==> src/hw/imsp_pkg.sv <==
// constants and types shared by the two-wire bus port
package imsp_pkg;
  localparam logic [7:0] OFF_CON = 8'h00;
  localparam logic [7:0] OFF_STAT = 8'h04;
  localparam logic [7:0] OFF_ADD = 8'h08;
  localparam logic [7:0] OFF_TRN = 8'h0c;
  localparam logic [7:0] OFF_RCV = 8'h10;
  localparam logic [7:0] OFF_BRG = 8'h14;
  localparam int CON_EN = 15;
  localparam int CON_REL = 12;
  localparam int CON_IPMI = 11;
  localparam int CON_A10M = 10;
  localparam int CON_GCEN = 7;
  localparam int CON_STRETCH_ENABLE = 6;
  localparam int CON_ACKV = 5;
  localparam int CON_ACKS = 4;
  localparam int CON_RXS = 3;
  localparam int CON_STOPS = 2;
  localparam int CON_RSTS = 1;
  localparam int CON_STARTS = 0;
  localparam logic [15:0] CON_RST = 16'h1000;
  localparam logic [15:0] CON_WMASK = 16'hbfff;
  localparam int ST_TBF = 0;
  localparam int ST_RBF = 1;
  localparam int ST_RW = 2;
  localparam int ST_START = 3;
  localparam int ST_STOP = 4;
  localparam int ST_DATA = 5;
  localparam int ST_OV = 6;
  localparam int ST_WCOL = 7;
  localparam int ST_TEN_BIT_ADDRESS_FLAG = 8;
  localparam int ST_BCL = 10;
  localparam int ST_TRSTAT = 14;
  localparam int ST_ACKSTAT = 15;
  localparam logic [15:0] REG_RST = 16'h0000;
  localparam logic [6:0] GCALL = 7'h00;
  localparam logic [4:0] TEN_HDR = 5'h1e;
  localparam logic [2:0] BIT_LAST = 3'h7;
  localparam logic [3:0] BYTE_BITS = 4'h8;
  typedef enum logic [6:0] {
    M_IDLE = 7'h01, M_START = 7'h02, M_REST = 7'h04, M_TX = 7'h08,
    M_RX = 7'h10, M_ACK = 7'h20, M_STOP = 7'h40
  } imsp_mst_t;
  typedef enum logic [4:0] {
    S_IDLE = 5'h01, S_ADDR = 5'h02, S_ADDR2 = 5'h04, S_RX = 5'h08,
    S_TX = 5'h10
  } imsp_slv_t;
endpackage

==> src/hw/imsp_port.sv <==
// two-wire bus port: master and slave engines with an apb register file
// What this block does
// - uses only a clock line and data line
// - slave recognises 7-bit and 10-bit addresses
// - master can send 7-bit or 10-bit addresses
// - clock held low pauses, release resumes transfer
// - master detects collision and drops arbitration
// - full standard and fast mode functions
// - slave plus multi-master, 16-bit register view
// - control register fully readable, writable except bit 14
// - low six status bits are read-only
// - upper status bits are readable and writable
// - shift register hidden from software
// - receive buffer holds each received byte except on slave overrun, which keeps the old one
// - transmit register supplies bytes to send
// - own address register matched by slave
// - status flag shows 10-bit addressing
// - rate register reloads counter on restart
// - completed byte moves to buffer, pulses event
// - ack value picks ack or not-ack
// - ack start sends ack, self-clears
// - receive start receives byte, clears after eighth
// - stop start sends stop, self-clears
//
// The implementer's own choices: the APB slave port and the register addresses.
`timescale 1ns/1ps
module imsp_port (
  input wire logic i_clk_sys,
  input wire logic i_reset,
  input wire logic i_psel,
  input wire logic i_penable,
  input wire logic i_pwrite,
  input wire logic [7:0] i_paddr,
  input wire logic [31:0] i_pwdata,
  output logic [31:0] o_prdata,
  output logic o_pready,
  output logic o_pslverr,
  input wire logic i_serial_clock_pin,
  output logic o_serial_clock_pin,
  output logic o_serial_clock_pin_oe,
  input wire logic i_serial_data_pin,
  output logic o_serial_data_pin,
  output logic o_serial_data_pin_oe,
  output logic o_master_event,
  output logic o_slave_event
);
  logic [15:0] con_r, con_nxt, st_r, st_nxt, brg_r, brg_nxt, rv;
  logic [9:0] add_r, add_nxt;
  logic [7:0] trn_r, trn_nxt, rcv_r, rcv_nxt, m_sh_r, m_sh_nxt;
  logic [7:0] s_sh_r, s_sh_nxt;
  imsp_pkg::imsp_mst_t m_st_r, m_st_nxt;
  imsp_pkg::imsp_slv_t s_st_r, s_st_nxt;
  logic [1:0] m_ph_r, m_ph_nxt, pins_s;
  logic [2:0] m_cnt_r, m_cnt_nxt;
  logic [3:0] s_cnt_r, s_cnt_nxt;
  logic m_scl_r, m_scl_nxt, m_sda_r, m_sda_nxt, m_own_r, m_own_nxt;
  logic m_ackt_r, m_ackt_nxt, s_scl_r, s_scl_nxt, s_sda_r, s_sda_nxt;
  logic s_ackph_r, s_ackph_nxt, s_m10_r, s_m10_nxt, busy_r, busy_nxt;
  logic scl_d_r, sda_d_r, zero_r, scl_oe_nxt, sda_oe_nxt;
  logic [31:0] prdata_nxt;
  logic pready_nxt, pslverr_nxt, m_ev_nxt, s_ev_nxt, mapped;
  logic scl_s, sda_s, tick, load, acc, wr, scl_rise, scl_fall;
  logic start_det, stop_det, s_ok, s_acc, rw;

  function automatic logic f_hit(input logic [7:0] a, input logic [7:0] o);
    f_hit = (a == o);
  endfunction

  imsp_sync u_sync (
    .i_clk_sys(i_clk_sys),
    .i_reset(i_reset),
    .i_async({i_serial_clock_pin, i_serial_data_pin}),
    .o_sync(pins_s)
  );
  assign scl_s = pins_s[1];
  assign sda_s = pins_s[0];

  // released clock still low means another party stretches: keep reloading
  assign load = (m_st_r == imsp_pkg::M_IDLE) | (~m_scl_r & ~scl_s);
  imsp_baud u_baud (
    .i_clk_sys(i_clk_sys),
    .i_reset(i_reset),
    .i_load(load),
    .i_reload(brg_r),
    .o_tick(tick)
  );

  assign acc = i_psel & i_penable & o_pready;
  assign wr = acc & i_pwrite;
  assign scl_rise = scl_s & ~scl_d_r;
  assign scl_fall = ~scl_s & scl_d_r;
  assign start_det = scl_s & scl_d_r & sda_d_r & ~sda_s;
  assign stop_det = scl_s & scl_d_r & ~sda_d_r & sda_s;
  assign s_ok = (m_st_r == imsp_pkg::M_IDLE) & ~m_own_r;
  assign rw = s_sh_r[0];

  always_comb
  begin
    con_nxt = con_r; st_nxt = st_r; add_nxt = add_r; brg_nxt = brg_r;
    trn_nxt = trn_r; rcv_nxt = rcv_r;
    m_st_nxt = m_st_r; m_ph_nxt = m_ph_r; m_cnt_nxt = m_cnt_r;
    m_sh_nxt = m_sh_r; m_scl_nxt = m_scl_r; m_sda_nxt = m_sda_r;
    m_own_nxt = m_own_r; m_ackt_nxt = m_ackt_r;
    s_st_nxt = s_st_r; s_cnt_nxt = s_cnt_r; s_sh_nxt = s_sh_r;
    s_scl_nxt = s_scl_r; s_sda_nxt = s_sda_r; s_ackph_nxt = s_ackph_r;
    s_m10_nxt = s_m10_r; busy_nxt = busy_r; s_acc = 1'b0;
    m_ev_nxt = 1'b0; s_ev_nxt = 1'b0;
    rv = imsp_pkg::REG_RST; mapped = 1'b1;
    if (f_hit(i_paddr, imsp_pkg::OFF_CON)) rv = con_r;
    else if (f_hit(i_paddr, imsp_pkg::OFF_STAT)) rv = st_r;
    else if (f_hit(i_paddr, imsp_pkg::OFF_ADD)) rv = {6'h00, add_r};
    else if (f_hit(i_paddr, imsp_pkg::OFF_TRN)) rv = {8'h00, trn_r};
    else if (f_hit(i_paddr, imsp_pkg::OFF_RCV)) rv = {8'h00, rcv_r};
    else if (f_hit(i_paddr, imsp_pkg::OFF_BRG)) rv = brg_r;
    else mapped = 1'b0;
    // zero-wait slave: answer prepared in the setup cycle
    pready_nxt = i_psel & ~i_penable;
    prdata_nxt = pready_nxt ? {16'h0000, rv} : 32'h0;
    pslverr_nxt = pready_nxt & ~mapped;
    if (wr)
    begin
      if (f_hit(i_paddr, imsp_pkg::OFF_CON))
        con_nxt = i_pwdata[15:0] & imsp_pkg::CON_WMASK;
      if (f_hit(i_paddr, imsp_pkg::OFF_STAT))
        st_nxt = {i_pwdata[15:6], st_r[5:0]};
      if (f_hit(i_paddr, imsp_pkg::OFF_ADD))
        add_nxt = i_pwdata[9:0];
      if (f_hit(i_paddr, imsp_pkg::OFF_BRG))
        brg_nxt = i_pwdata[15:0];
      if (f_hit(i_paddr, imsp_pkg::OFF_TRN))
      begin
        // a byte still waiting is never overwritten
        if (st_r[imsp_pkg::ST_TBF])
          st_nxt[imsp_pkg::ST_WCOL] = 1'b1;
        else
        begin
          trn_nxt = i_pwdata[7:0];
          st_nxt[imsp_pkg::ST_TBF] = 1'b1;
        end
      end
    end
    if (acc & ~i_pwrite & f_hit(i_paddr, imsp_pkg::OFF_RCV))
      st_nxt[imsp_pkg::ST_RBF] = 1'b0;

    // master engine; hardware updates follow software ones so hardware sets and clears win
    if (tick)
      m_ph_nxt = m_ph_r + 2'h1;
    unique case (m_st_r)
      imsp_pkg::M_IDLE:
      begin
        m_ph_nxt = 2'h0;
        m_cnt_nxt = 3'h0;
        if (con_r[imsp_pkg::CON_STARTS])
        begin
          if (busy_r | ~scl_s | ~sda_s)
          begin
            st_nxt[imsp_pkg::ST_BCL] = 1'b1;
            con_nxt[imsp_pkg::CON_STARTS] = 1'b0;
          end
          else
            m_st_nxt = imsp_pkg::M_START;
        end
        else if (m_own_r & con_r[imsp_pkg::CON_RSTS])
          m_st_nxt = imsp_pkg::M_REST;
        else if (m_own_r & con_r[imsp_pkg::CON_STOPS])
          m_st_nxt = imsp_pkg::M_STOP;
        else if (m_own_r & con_r[imsp_pkg::CON_RXS])
          m_st_nxt = imsp_pkg::M_RX;
        else if (m_own_r & con_r[imsp_pkg::CON_ACKS])
        begin
          m_st_nxt = imsp_pkg::M_ACK;
          m_ackt_nxt = 1'b1;
        end
        else if (m_own_r & st_r[imsp_pkg::ST_TBF])
        begin
          // address bytes, 7-bit or both 10-bit ones, go out like data
          m_st_nxt = imsp_pkg::M_TX;
          m_sh_nxt = trn_r;
          st_nxt[imsp_pkg::ST_TBF] = 1'b0;
          st_nxt[imsp_pkg::ST_TRSTAT] = 1'b1;
        end
      end
      imsp_pkg::M_START:
        if (tick)
        begin
          if (m_ph_r == 2'h0)
            m_sda_nxt = 1'b1;
          else
          begin
            m_scl_nxt = 1'b1;
            m_own_nxt = 1'b1;
            con_nxt[imsp_pkg::CON_STARTS] = 1'b0;
            m_st_nxt = imsp_pkg::M_IDLE;
            m_ev_nxt = 1'b1;
          end
        end
      imsp_pkg::M_REST:
        if (tick)
        begin
          unique case (m_ph_r)
            2'h0: m_sda_nxt = 1'b0;
            2'h1: m_scl_nxt = 1'b0;
            2'h2: m_sda_nxt = 1'b1;
            2'h3:
            begin
              m_scl_nxt = 1'b1;
              con_nxt[imsp_pkg::CON_RSTS] = 1'b0;
              m_st_nxt = imsp_pkg::M_IDLE;
              m_ev_nxt = 1'b1;
            end
          endcase
        end
      imsp_pkg::M_STOP:
        if (tick)
        begin
          if (m_ph_r == 2'h0)
            m_sda_nxt = 1'b1;
          else if (m_ph_r == 2'h1)
            m_scl_nxt = 1'b0;
          else
          begin
            m_sda_nxt = 1'b0;
            m_own_nxt = 1'b0;
            con_nxt[imsp_pkg::CON_STOPS] = 1'b0;
            m_st_nxt = imsp_pkg::M_IDLE;
            m_ev_nxt = 1'b1;
          end
        end
      imsp_pkg::M_TX, imsp_pkg::M_RX, imsp_pkg::M_ACK:
        if (tick)
        begin
          if (m_ph_r == 2'h0)
          begin
            if (m_st_r == imsp_pkg::M_TX)
              m_sda_nxt = ~m_sh_r[7];
            else if (m_st_r == imsp_pkg::M_ACK)
              m_sda_nxt = m_ackt_r & ~con_r[imsp_pkg::CON_ACKV];
            else
              m_sda_nxt = 1'b0;
          end
          else if (m_ph_r == 2'h1)
            m_scl_nxt = 1'b0;
          else
          begin
            m_ph_nxt = 2'h0;
            m_scl_nxt = 1'b1;
            m_cnt_nxt = m_cnt_r + 3'h1;
            m_sh_nxt = {m_sh_r[6:0], sda_s};
            if (m_st_r == imsp_pkg::M_TX & ~m_sda_r & ~sda_s)
            begin
              // lost arbitration: let go of both lines at once
              m_scl_nxt = 1'b0;
              m_sda_nxt = 1'b0;
              m_own_nxt = 1'b0;
              st_nxt[imsp_pkg::ST_BCL] = 1'b1;
              st_nxt[imsp_pkg::ST_TRSTAT] = 1'b0;
              m_st_nxt = imsp_pkg::M_IDLE;
              m_ev_nxt = 1'b1;
            end
            else if (m_st_r == imsp_pkg::M_TX & m_cnt_r == imsp_pkg::BIT_LAST)
            begin
              m_st_nxt = imsp_pkg::M_ACK;
              m_ackt_nxt = 1'b0;
            end
            else if (m_st_r == imsp_pkg::M_RX & m_cnt_r == imsp_pkg::BIT_LAST)
            begin
              rcv_nxt = {m_sh_r[6:0], sda_s};
              st_nxt[imsp_pkg::ST_OV] = st_r[imsp_pkg::ST_RBF];
              st_nxt[imsp_pkg::ST_RBF] = 1'b1;
              con_nxt[imsp_pkg::CON_RXS] = 1'b0;
              m_st_nxt = imsp_pkg::M_IDLE;
              m_ev_nxt = 1'b1;
            end
            else if (m_st_r == imsp_pkg::M_ACK)
            begin
              if (m_ackt_r)
                con_nxt[imsp_pkg::CON_ACKS] = 1'b0;
              else
              begin
                st_nxt[imsp_pkg::ST_ACKSTAT] = sda_s;
                st_nxt[imsp_pkg::ST_TRSTAT] = 1'b0;
              end
              m_st_nxt = imsp_pkg::M_IDLE;
              m_ev_nxt = 1'b1;
            end
          end
        end
    endcase

    // bus watch and slave engine
    if (start_det)
    begin
      busy_nxt = 1'b1;
      st_nxt[imsp_pkg::ST_START] = 1'b1;
      st_nxt[imsp_pkg::ST_STOP] = 1'b0;
      if (s_ok)
      begin
        s_st_nxt = imsp_pkg::S_ADDR;
        s_cnt_nxt = 4'h0;
        s_sda_nxt = 1'b0;
        s_ackph_nxt = 1'b0;
      end
    end
    else if (stop_det)
    begin
      busy_nxt = 1'b0;
      st_nxt[imsp_pkg::ST_STOP] = 1'b1;
      st_nxt[imsp_pkg::ST_START] = 1'b0;
      st_nxt[imsp_pkg::ST_TEN_BIT_ADDRESS_FLAG] = 1'b0;
      s_st_nxt = imsp_pkg::S_IDLE;
      s_scl_nxt = 1'b0;
      s_sda_nxt = 1'b0;
      s_m10_nxt = 1'b0;
    end
    else if (s_ok & s_st_r != imsp_pkg::S_IDLE)
    begin
      if (s_scl_r)
      begin
        if (con_r[imsp_pkg::CON_REL] &
            (s_st_r != imsp_pkg::S_TX | st_r[imsp_pkg::ST_TBF]))
        begin
          s_scl_nxt = 1'b0;
          if (s_st_r == imsp_pkg::S_TX)
          begin
            s_sh_nxt = trn_r;
            s_sda_nxt = ~trn_r[7];
            s_cnt_nxt = 4'h0;
            st_nxt[imsp_pkg::ST_TBF] = 1'b0;
          end
        end
      end
      else if (scl_rise)
      begin
        if (~s_ackph_r)
        begin
          s_cnt_nxt = s_cnt_r + 4'h1;
          s_sh_nxt = {s_sh_r[6:0], sda_s & (s_st_r != imsp_pkg::S_TX)};
        end
        else if (s_st_r == imsp_pkg::S_TX)
        begin
          st_nxt[imsp_pkg::ST_ACKSTAT] = sda_s;
          if (sda_s)
            s_st_nxt = imsp_pkg::S_IDLE;
        end
      end
      else if (scl_fall)
      begin
        if (s_ackph_r)
        begin
          s_ackph_nxt = 1'b0;
          s_sda_nxt = 1'b0;
          if (s_st_r == imsp_pkg::S_TX |
              (s_st_r == imsp_pkg::S_RX & con_r[imsp_pkg::CON_STRETCH_ENABLE]))
          begin
            // hold the clock until software frees it
            s_scl_nxt = 1'b1;
            con_nxt[imsp_pkg::CON_REL] = 1'b0;
          end
        end
        else if (s_st_r == imsp_pkg::S_TX)
        begin
          if (s_cnt_r == imsp_pkg::BYTE_BITS)
            s_ackph_nxt = 1'b1;
          s_sda_nxt = (s_cnt_r != imsp_pkg::BYTE_BITS) & ~s_sh_r[7];
        end
        else if (s_cnt_r == imsp_pkg::BYTE_BITS)
        begin
          s_st_nxt = imsp_pkg::S_IDLE;
          if (s_st_r == imsp_pkg::S_ADDR & con_r[imsp_pkg::CON_A10M])
          begin
            if (s_sh_r[7:3] == imsp_pkg::TEN_HDR &
                s_sh_r[2:1] == add_r[9:8] & (~rw | s_m10_r))
            begin
              s_acc = 1'b1;
              s_st_nxt = rw ? imsp_pkg::S_TX : imsp_pkg::S_ADDR2;
            end
          end
          else if (s_st_r == imsp_pkg::S_ADDR)
          begin
            if (s_sh_r[7:1] == add_r[6:0] | con_r[imsp_pkg::CON_IPMI] |
                (con_r[imsp_pkg::CON_GCEN] &
                 s_sh_r[7:1] == imsp_pkg::GCALL & ~rw))
            begin
              s_acc = 1'b1;
              s_st_nxt = rw ? imsp_pkg::S_TX : imsp_pkg::S_RX;
            end
          end
          else if (s_st_r == imsp_pkg::S_ADDR2)
          begin
            if (s_sh_r == add_r[7:0])
            begin
              s_acc = 1'b1;
              s_m10_nxt = 1'b1;
              st_nxt[imsp_pkg::ST_TEN_BIT_ADDRESS_FLAG] = 1'b1;
              s_st_nxt = imsp_pkg::S_RX;
            end
          end
          else
          begin
            // overrun: keep the old byte and answer not-ack
            s_st_nxt = imsp_pkg::S_RX;
            s_acc = ~st_r[imsp_pkg::ST_RBF];
            st_nxt[imsp_pkg::ST_OV] = st_r[imsp_pkg::ST_RBF];
            if (~st_r[imsp_pkg::ST_RBF])
              rcv_nxt = s_sh_r;
            st_nxt[imsp_pkg::ST_RBF] = 1'b1;
            st_nxt[imsp_pkg::ST_DATA] = 1'b1;
            s_ackph_nxt = 1'b1;
            s_cnt_nxt = 4'h0;
            s_ev_nxt = 1'b1;
          end
          if (s_acc)
          begin
            s_sda_nxt = 1'b1;
            s_ackph_nxt = 1'b1;
            s_cnt_nxt = 4'h0;
            s_ev_nxt = 1'b1;
            if (s_st_r != imsp_pkg::S_RX)
            begin
              st_nxt[imsp_pkg::ST_RW] = rw;
              st_nxt[imsp_pkg::ST_DATA] = 1'b0;
            end
          end
        end
      end
    end

    if (~con_r[imsp_pkg::CON_EN])
    begin
      m_st_nxt = imsp_pkg::M_IDLE;
      s_st_nxt = imsp_pkg::S_IDLE;
      {m_scl_nxt, m_sda_nxt, m_own_nxt, s_scl_nxt, s_sda_nxt} = 5'h00;
    end
    scl_oe_nxt = con_r[imsp_pkg::CON_EN] & (m_scl_nxt | s_scl_nxt);
    sda_oe_nxt = con_r[imsp_pkg::CON_EN] & (m_sda_nxt | s_sda_nxt);
  end

  always_ff @(posedge i_clk_sys)
  begin
    if (i_reset)
    begin
      con_r <= imsp_pkg::CON_RST;
      {st_r, brg_r} <= {imsp_pkg::REG_RST, imsp_pkg::REG_RST};
      {add_r, trn_r, rcv_r, m_sh_r, s_sh_r} <= 42'h0;
      m_st_r <= imsp_pkg::M_IDLE;
      s_st_r <= imsp_pkg::S_IDLE;
      {m_ph_r, m_cnt_r, s_cnt_r} <= 9'h000;
      {m_scl_r, m_sda_r, m_own_r, m_ackt_r} <= 4'h0;
      {s_scl_r, s_sda_r, s_ackph_r, s_m10_r, busy_r} <= 5'h00;
      {scl_d_r, sda_d_r, zero_r} <= 3'h6;
      {o_prdata, o_pready, o_pslverr} <= 34'h0;
      {o_serial_clock_pin_oe, o_serial_data_pin_oe} <= 2'h0;
      {o_master_event, o_slave_event} <= 2'h0;
    end
    else
    begin
      {con_r, st_r, brg_r} <= {con_nxt, st_nxt, brg_nxt};
      {add_r, trn_r, rcv_r} <= {add_nxt, trn_nxt, rcv_nxt};
      {m_sh_r, s_sh_r} <= {m_sh_nxt, s_sh_nxt};
      m_st_r <= m_st_nxt;
      s_st_r <= s_st_nxt;
      {m_ph_r, m_cnt_r, s_cnt_r} <= {m_ph_nxt, m_cnt_nxt, s_cnt_nxt};
      {m_scl_r, m_sda_r, m_own_r} <= {m_scl_nxt, m_sda_nxt, m_own_nxt};
      m_ackt_r <= m_ackt_nxt;
      {s_scl_r, s_sda_r, s_ackph_r} <= {s_scl_nxt, s_sda_nxt, s_ackph_nxt};
      {s_m10_r, busy_r} <= {s_m10_nxt, busy_nxt};
      {scl_d_r, sda_d_r, zero_r} <= {scl_s, sda_s, 1'b0};
      {o_prdata, o_pready, o_pslverr} <= {prdata_nxt, pready_nxt, pslverr_nxt};
      o_serial_clock_pin_oe <= scl_oe_nxt;
      o_serial_data_pin_oe <= sda_oe_nxt;
      {o_master_event, o_slave_event} <= {m_ev_nxt, s_ev_nxt};
    end
  end
  // pins only ever pull low
  assign o_serial_clock_pin = zero_r;
  assign o_serial_data_pin = zero_r;
endmodule

==> src/hw/imsp_sync.sv <==
// two-stage synchroniser for the bus clock and data lines
`timescale 1ns/1ps
module imsp_sync (
  input wire logic i_clk_sys,
  input wire logic i_reset,
  input wire logic [1:0] i_async,
  output logic [1:0] o_sync
);
  logic [1:0] meta_r;
  logic [1:0] meta_nxt;
  logic [1:0] sync_nxt;

  always_comb
  begin
    meta_nxt = i_async;
    sync_nxt = meta_r;
  end

  // idle bus reads high, so reset to that level
  always_ff @(posedge i_clk_sys)
  begin
    if (i_reset)
    begin
      meta_r <= 2'h3;
      o_sync <= 2'h3;
    end
    else
    begin
      meta_r <= meta_nxt;
      o_sync <= sync_nxt;
    end
  end
endmodule

==> src/hw/imsp_baud.sv <==
// serial clock rate counter with reload
`timescale 1ns/1ps
module imsp_baud (
  input wire logic i_clk_sys,
  input wire logic i_reset,
  input wire logic i_load,
  input wire logic [15:0] i_reload,
  output logic o_tick
);
  logic [15:0] cnt_r;
  logic [15:0] cnt_nxt;

  always_comb
  begin
    o_tick = ~i_load & (cnt_r == 16'h0000);
    if (i_load | o_tick)
      cnt_nxt = i_reload;
    else
      cnt_nxt = cnt_r - 16'h0001;
  end

  always_ff @(posedge i_clk_sys)
  begin
    if (i_reset)
      cnt_r <= imsp_pkg::REG_RST;
    else
      cnt_r <= cnt_nxt;
  end
endmodule

==> config.mk <==
export PLATFORM = sky130hd
export DESIGN_NAME = imsp_port
export DESIGN_NICKNAME = d
export VERILOG_FILES = /design/src/hw/imsp_pkg.sv /design/src/hw/imsp_port.sv /design/src/hw/imsp_sync.sv /design/src/hw/imsp_baud.sv
export SDC_FILE = /design/constraint.sdc
export NUM_CORES = 1
export LEC_CHECK = 0
export BUFFER_PORTS_ARGS = -buffer_cell sky130_fd_sc_hd__buf_2
export CAP_MARGIN = 10
export CORE_UTILIZATION = 55
export DETAILED_ROUTE_END_ITERATION = 8
export PLACE_DENSITY = 0.75
export REMOVE_ABC_BUFFERS = 1
export SETUP_SLACK_MARGIN = 0.15
export SLEW_MARGIN = 10
export SYNTH_ARGS = -nofsm -noshare
export SYNTH_HDL_FRONTEND = slang
export SYNTH_SLANG_ARGS = --single-unit
==> constraint.sdc <==
create_clock -name i_clk_sys -period 7.4 [get_ports i_clk_sys]
set_input_delay 1.85 -clock i_clk_sys [delete_from_list [all_inputs] [get_ports i_clk_sys]]
set_output_delay 1.85 -clock i_clk_sys [all_outputs]
set_load 0.01 [all_outputs]
==> impl_metrics.py <==
metrics = {
    "synthesis": {
        "synth_area_leaders": "dfxtp_1 (38%), mux2i_1 (7.2%), nor2_1 (5.3%)",
        "synth_area_um2": 8460,
        "synth_cells": 1008,
        "yosysTopAreaCell": "dfxtp_1",
        "ys.flop_type": "dfxtp_1",
        "synth.avg_cell_area_um2": 8.39,
        "synth_top_area_share_pct": 38.3,
        "synth_async_sr_flop_share_pct": 0,
        "yosysWarningCount": 0,
        "synth_commonest_cells": "dfxtp_1 (162), nor2_1 (120), nand2_1 (114)",
        "yosysSeqAreaShare_pct": 38.3,
        "ys_ff_latch": 162,
        "synth_edf_count": 0,
        "synth_cell_type_count": 79,
        "synth_most_common_cell": "dfxtp_1",
    },
    "clocking": {
        "numCtsBuffers": 17,
        "htreeDepth": 4,
        "clock-sinks": 162,
        "cts_resized": 0,
        "cts_hold_buffers": 0,
        "cts_tree": "built",
        "post-cts-setup-buffers": 0,
        "ctsRootBufferMaster": "clkbuf_16",
        "clkTransAtPathRegs_ns": 0.07,
        "clk_path_buf_depth": 2,
        "clock_latency_ns": 0.43,
    },
    "timing": {
        "final.setup_skew_ns": 0.00872,
        "setup_ws_ns": 3.31,
        "fmax_mhz": 244,
        "period_needed_ns": 4.09,
        "setup_violations": 0,
        "rsz0062_at_grt": "no",
        "slew_headroom_pct": 29.3,
        "period_share_pct": 55.3,
        "tightest_slew_ns": 1.05,
        "tns_ns": 0,
        "finalHoldViolations": 0,
        "maxSlewViolCount": 0,
    },
    "worst_setup_path": {
        "slowest_delay_ns": 0.58,
        "worstPathCellList": "buf_2 -> or4_1 -> nor4_1 -> nor2b_1 -> buf_4 -> and2_1 -> o32ai_1 -> nor3_1",
        "crit_family": "simple AND/OR/NAND/NOR gates",
        "timing.rr.end": "rcv_r[4]$_SDFF_PP0_",
        "start_kind": "input port",
        "reg2reg_from": "m_st_r[0]$_SDFFE_PP1P_",
        "required_ns": 7.76,
        "crit_buf_inv": 2,
        "cp.arrival_ns": 4.45,
        "r2r_cells": 7,
        "rrSetupSlack_ns": 4.22,
        "crit_fanout": 15,
        "crit_type": "in -> reg",
        "cp-end-kind": "register",
        "slowest_stage": "or4_1",
    },
    "place": {
        "placed_cell_area_um2": 8620,
        "dp_slack_ns": 2.78,
        "port_buffers": 52,
        "place_congestion": 0.973,
        "dp_hpwl_um": 16700,
    },
    "drt": {
        "antenna_left": 0,
        "wl_um": 23700,
        "drtIter0Drc": 844,
        "drc": 0,
        "wire_per_inst_um": 19.6,
        "vias": 7611,
        "viasPerCell": 6.27,
        "dr.pass1.iters": 5,
    },
    "outcome": {
        "status": "completed",
    },
    "floorplanning": {
        "pin_count": 87,
        "core-area_um2": 14800,
        "die_y_um": 126,
        "rows": 44,
        "initial_core_util_pct": 57.3,
        "dieArea_um2": 15900,
        "die_w_um": 126,
    },
    "hold_path": {
        "min-delay-start": "u_sync.meta_r[1]$_SDFF_PP1_",
        "min_path_type": "reg -> reg",
        "min_path_cells": 1,
        "whs_endpoint": "u_sync.o_sync[1]$_SDFF_PP1_",
    },
    "layout": {
        "insertedDiodeCount": 0,
        "design_area_um2": 9220,
        "areaGrowthSynthToFinish_pct": 8.99,
        "drive_gt1_share_pct": 12.6,
        "final_nets": 1075,
    },
    "pwr": {
        "peakVddDrop_mv": 0.166,
        "powerDensity_nw_per_um2": 197,
        "p_leak_nw": 3.40,
    },
    "global_route": {
        "grt_pass1_vias": 6944,
        "antenna_found_initial": 0,
        "grtUsageTotal_pct": 30.2,
        "grt_overflow_total": 0,
        "grt_pass1_wl_um": 37500,
        "grt_max_degree": 91,
    },
    "flow_run": {
        "drv_cap": 0,
    },
}
==> routing by layer <==
metal  GRT usage [%]  share of wire (%)  up-vias
met5               0                  0        -
met4            10.6                2.5        0
met3            5.86                8.3       55
met2            47.9                 47      346
met1            41.0                 43     3595
li1                -                  -     3615
==> power breakdown <==
group,internal (mW),leakage (nW),switching (mW)
logic,0.0161,1.82,0.0399
registers,0.875,1.31,0.00302
clock network,0.514,0.271,0.367
total,1.41,3.40,0.410
==> placed cells by master, fill, tap and decap left out, drive strengths merged, types with 8 or more instances in the layout <==
cell    synthesis  routed
a222oi          8       8
inv            21      22
mux2i          61      61
nand2         115     115
nor2b          14      14
nand4          16      16
xnor2          22      22
nor2          121     121
nor3           31      31
a31oi          11      11
ha             12      12
conb            1      18
and3            8       8
mux2           12      12
or2             9       9
nand3          21      21
a211oi         46      46
xor2           10      10
nor4           13      13
clkbuf         38      20
dfxtp         162     162
o21ai          25      25
a21oi          66      66
o221ai          8       8
and2            9       9
buf            47      57
nand2b          8       8
==> area by class of cell <==
cell class | instances | area (um^2)
fill | 1313 | 5530
multi-input combinational | 757 | 4780
timing repair buffer | 57 | 304
tap | 184 | 230
clock inverter | 12 | 133
inverter | 21 | 78.8
clock buffer | 20 | 457
sequential | 162 | 3240
==> registers in the layout, indices dropped and copies added, names as in the netlist, 3 cells and up <==
name,count
trn_r,8
brg_r,16
m_cnt_r,3
st_r,15
o_prdata,16
m_st_r,7
s_cnt_r,4
s_sh_r,8
u_baud.cnt_r,16
add_r,10
rcv_r,8
con_r,15
m_sh_r,8
s_st_r,5
==> logic make-up (layout without fill, tap and decap cells) <==
group | count (synthesis) | after routing | share of synthesized area, %
other cells | 1 | 18 | 0.0443
fa+ha+maj | 12 | 12 | 1.77
compound gates | 221 | 221 | 17.9
mux | 73 | 73 | 8.81
xor+xnor | 32 | 32 | 3.31
simple gates | 401 | 401 | 23.7
buf+inv | 106 | 110 | 6.06
flops | 162 | 162 | 38.3
==> through the flow <==
step                power, mW  util, %  cells  hold slack, ns
floorplan               0.917        -    940           0.389
finish                   1.82     62.5   1213           0.410
detailed placement      0.952     58.4   1180           0.397
CTS                      1.82     62.4   1212           0.412
global placement        0.951     58.4   1180           0.396
global route             1.87     62.5   1213           0.424
==> worst max path at each step <==
stage / from / to / slack [ns] / cells past startpoint
floorplan: i_paddr[1] / con_r[0]$_SDFF_PP0_ / 3.05 / 6
global placement: i_paddr[1] / trn_r[1]$_SDFFE_PP0P_ / 2.86 / 7
detailed placement: i_paddr[1] / trn_r[6]$_SDFFE_PP0P_ / 2.78 / 7
CTS: i_paddr[1] / trn_r[6]$_SDFFE_PP0P_ / 3.24 / 7
global route: i_paddr[1] / con_r[4]$_SDFF_PP0_ / 3.16 / 8
finish: i_paddr[1] / con_r[4]$_SDFF_PP0_ / 3.31 / 8
Note: power is estimated with default switching activity, not from simulation.
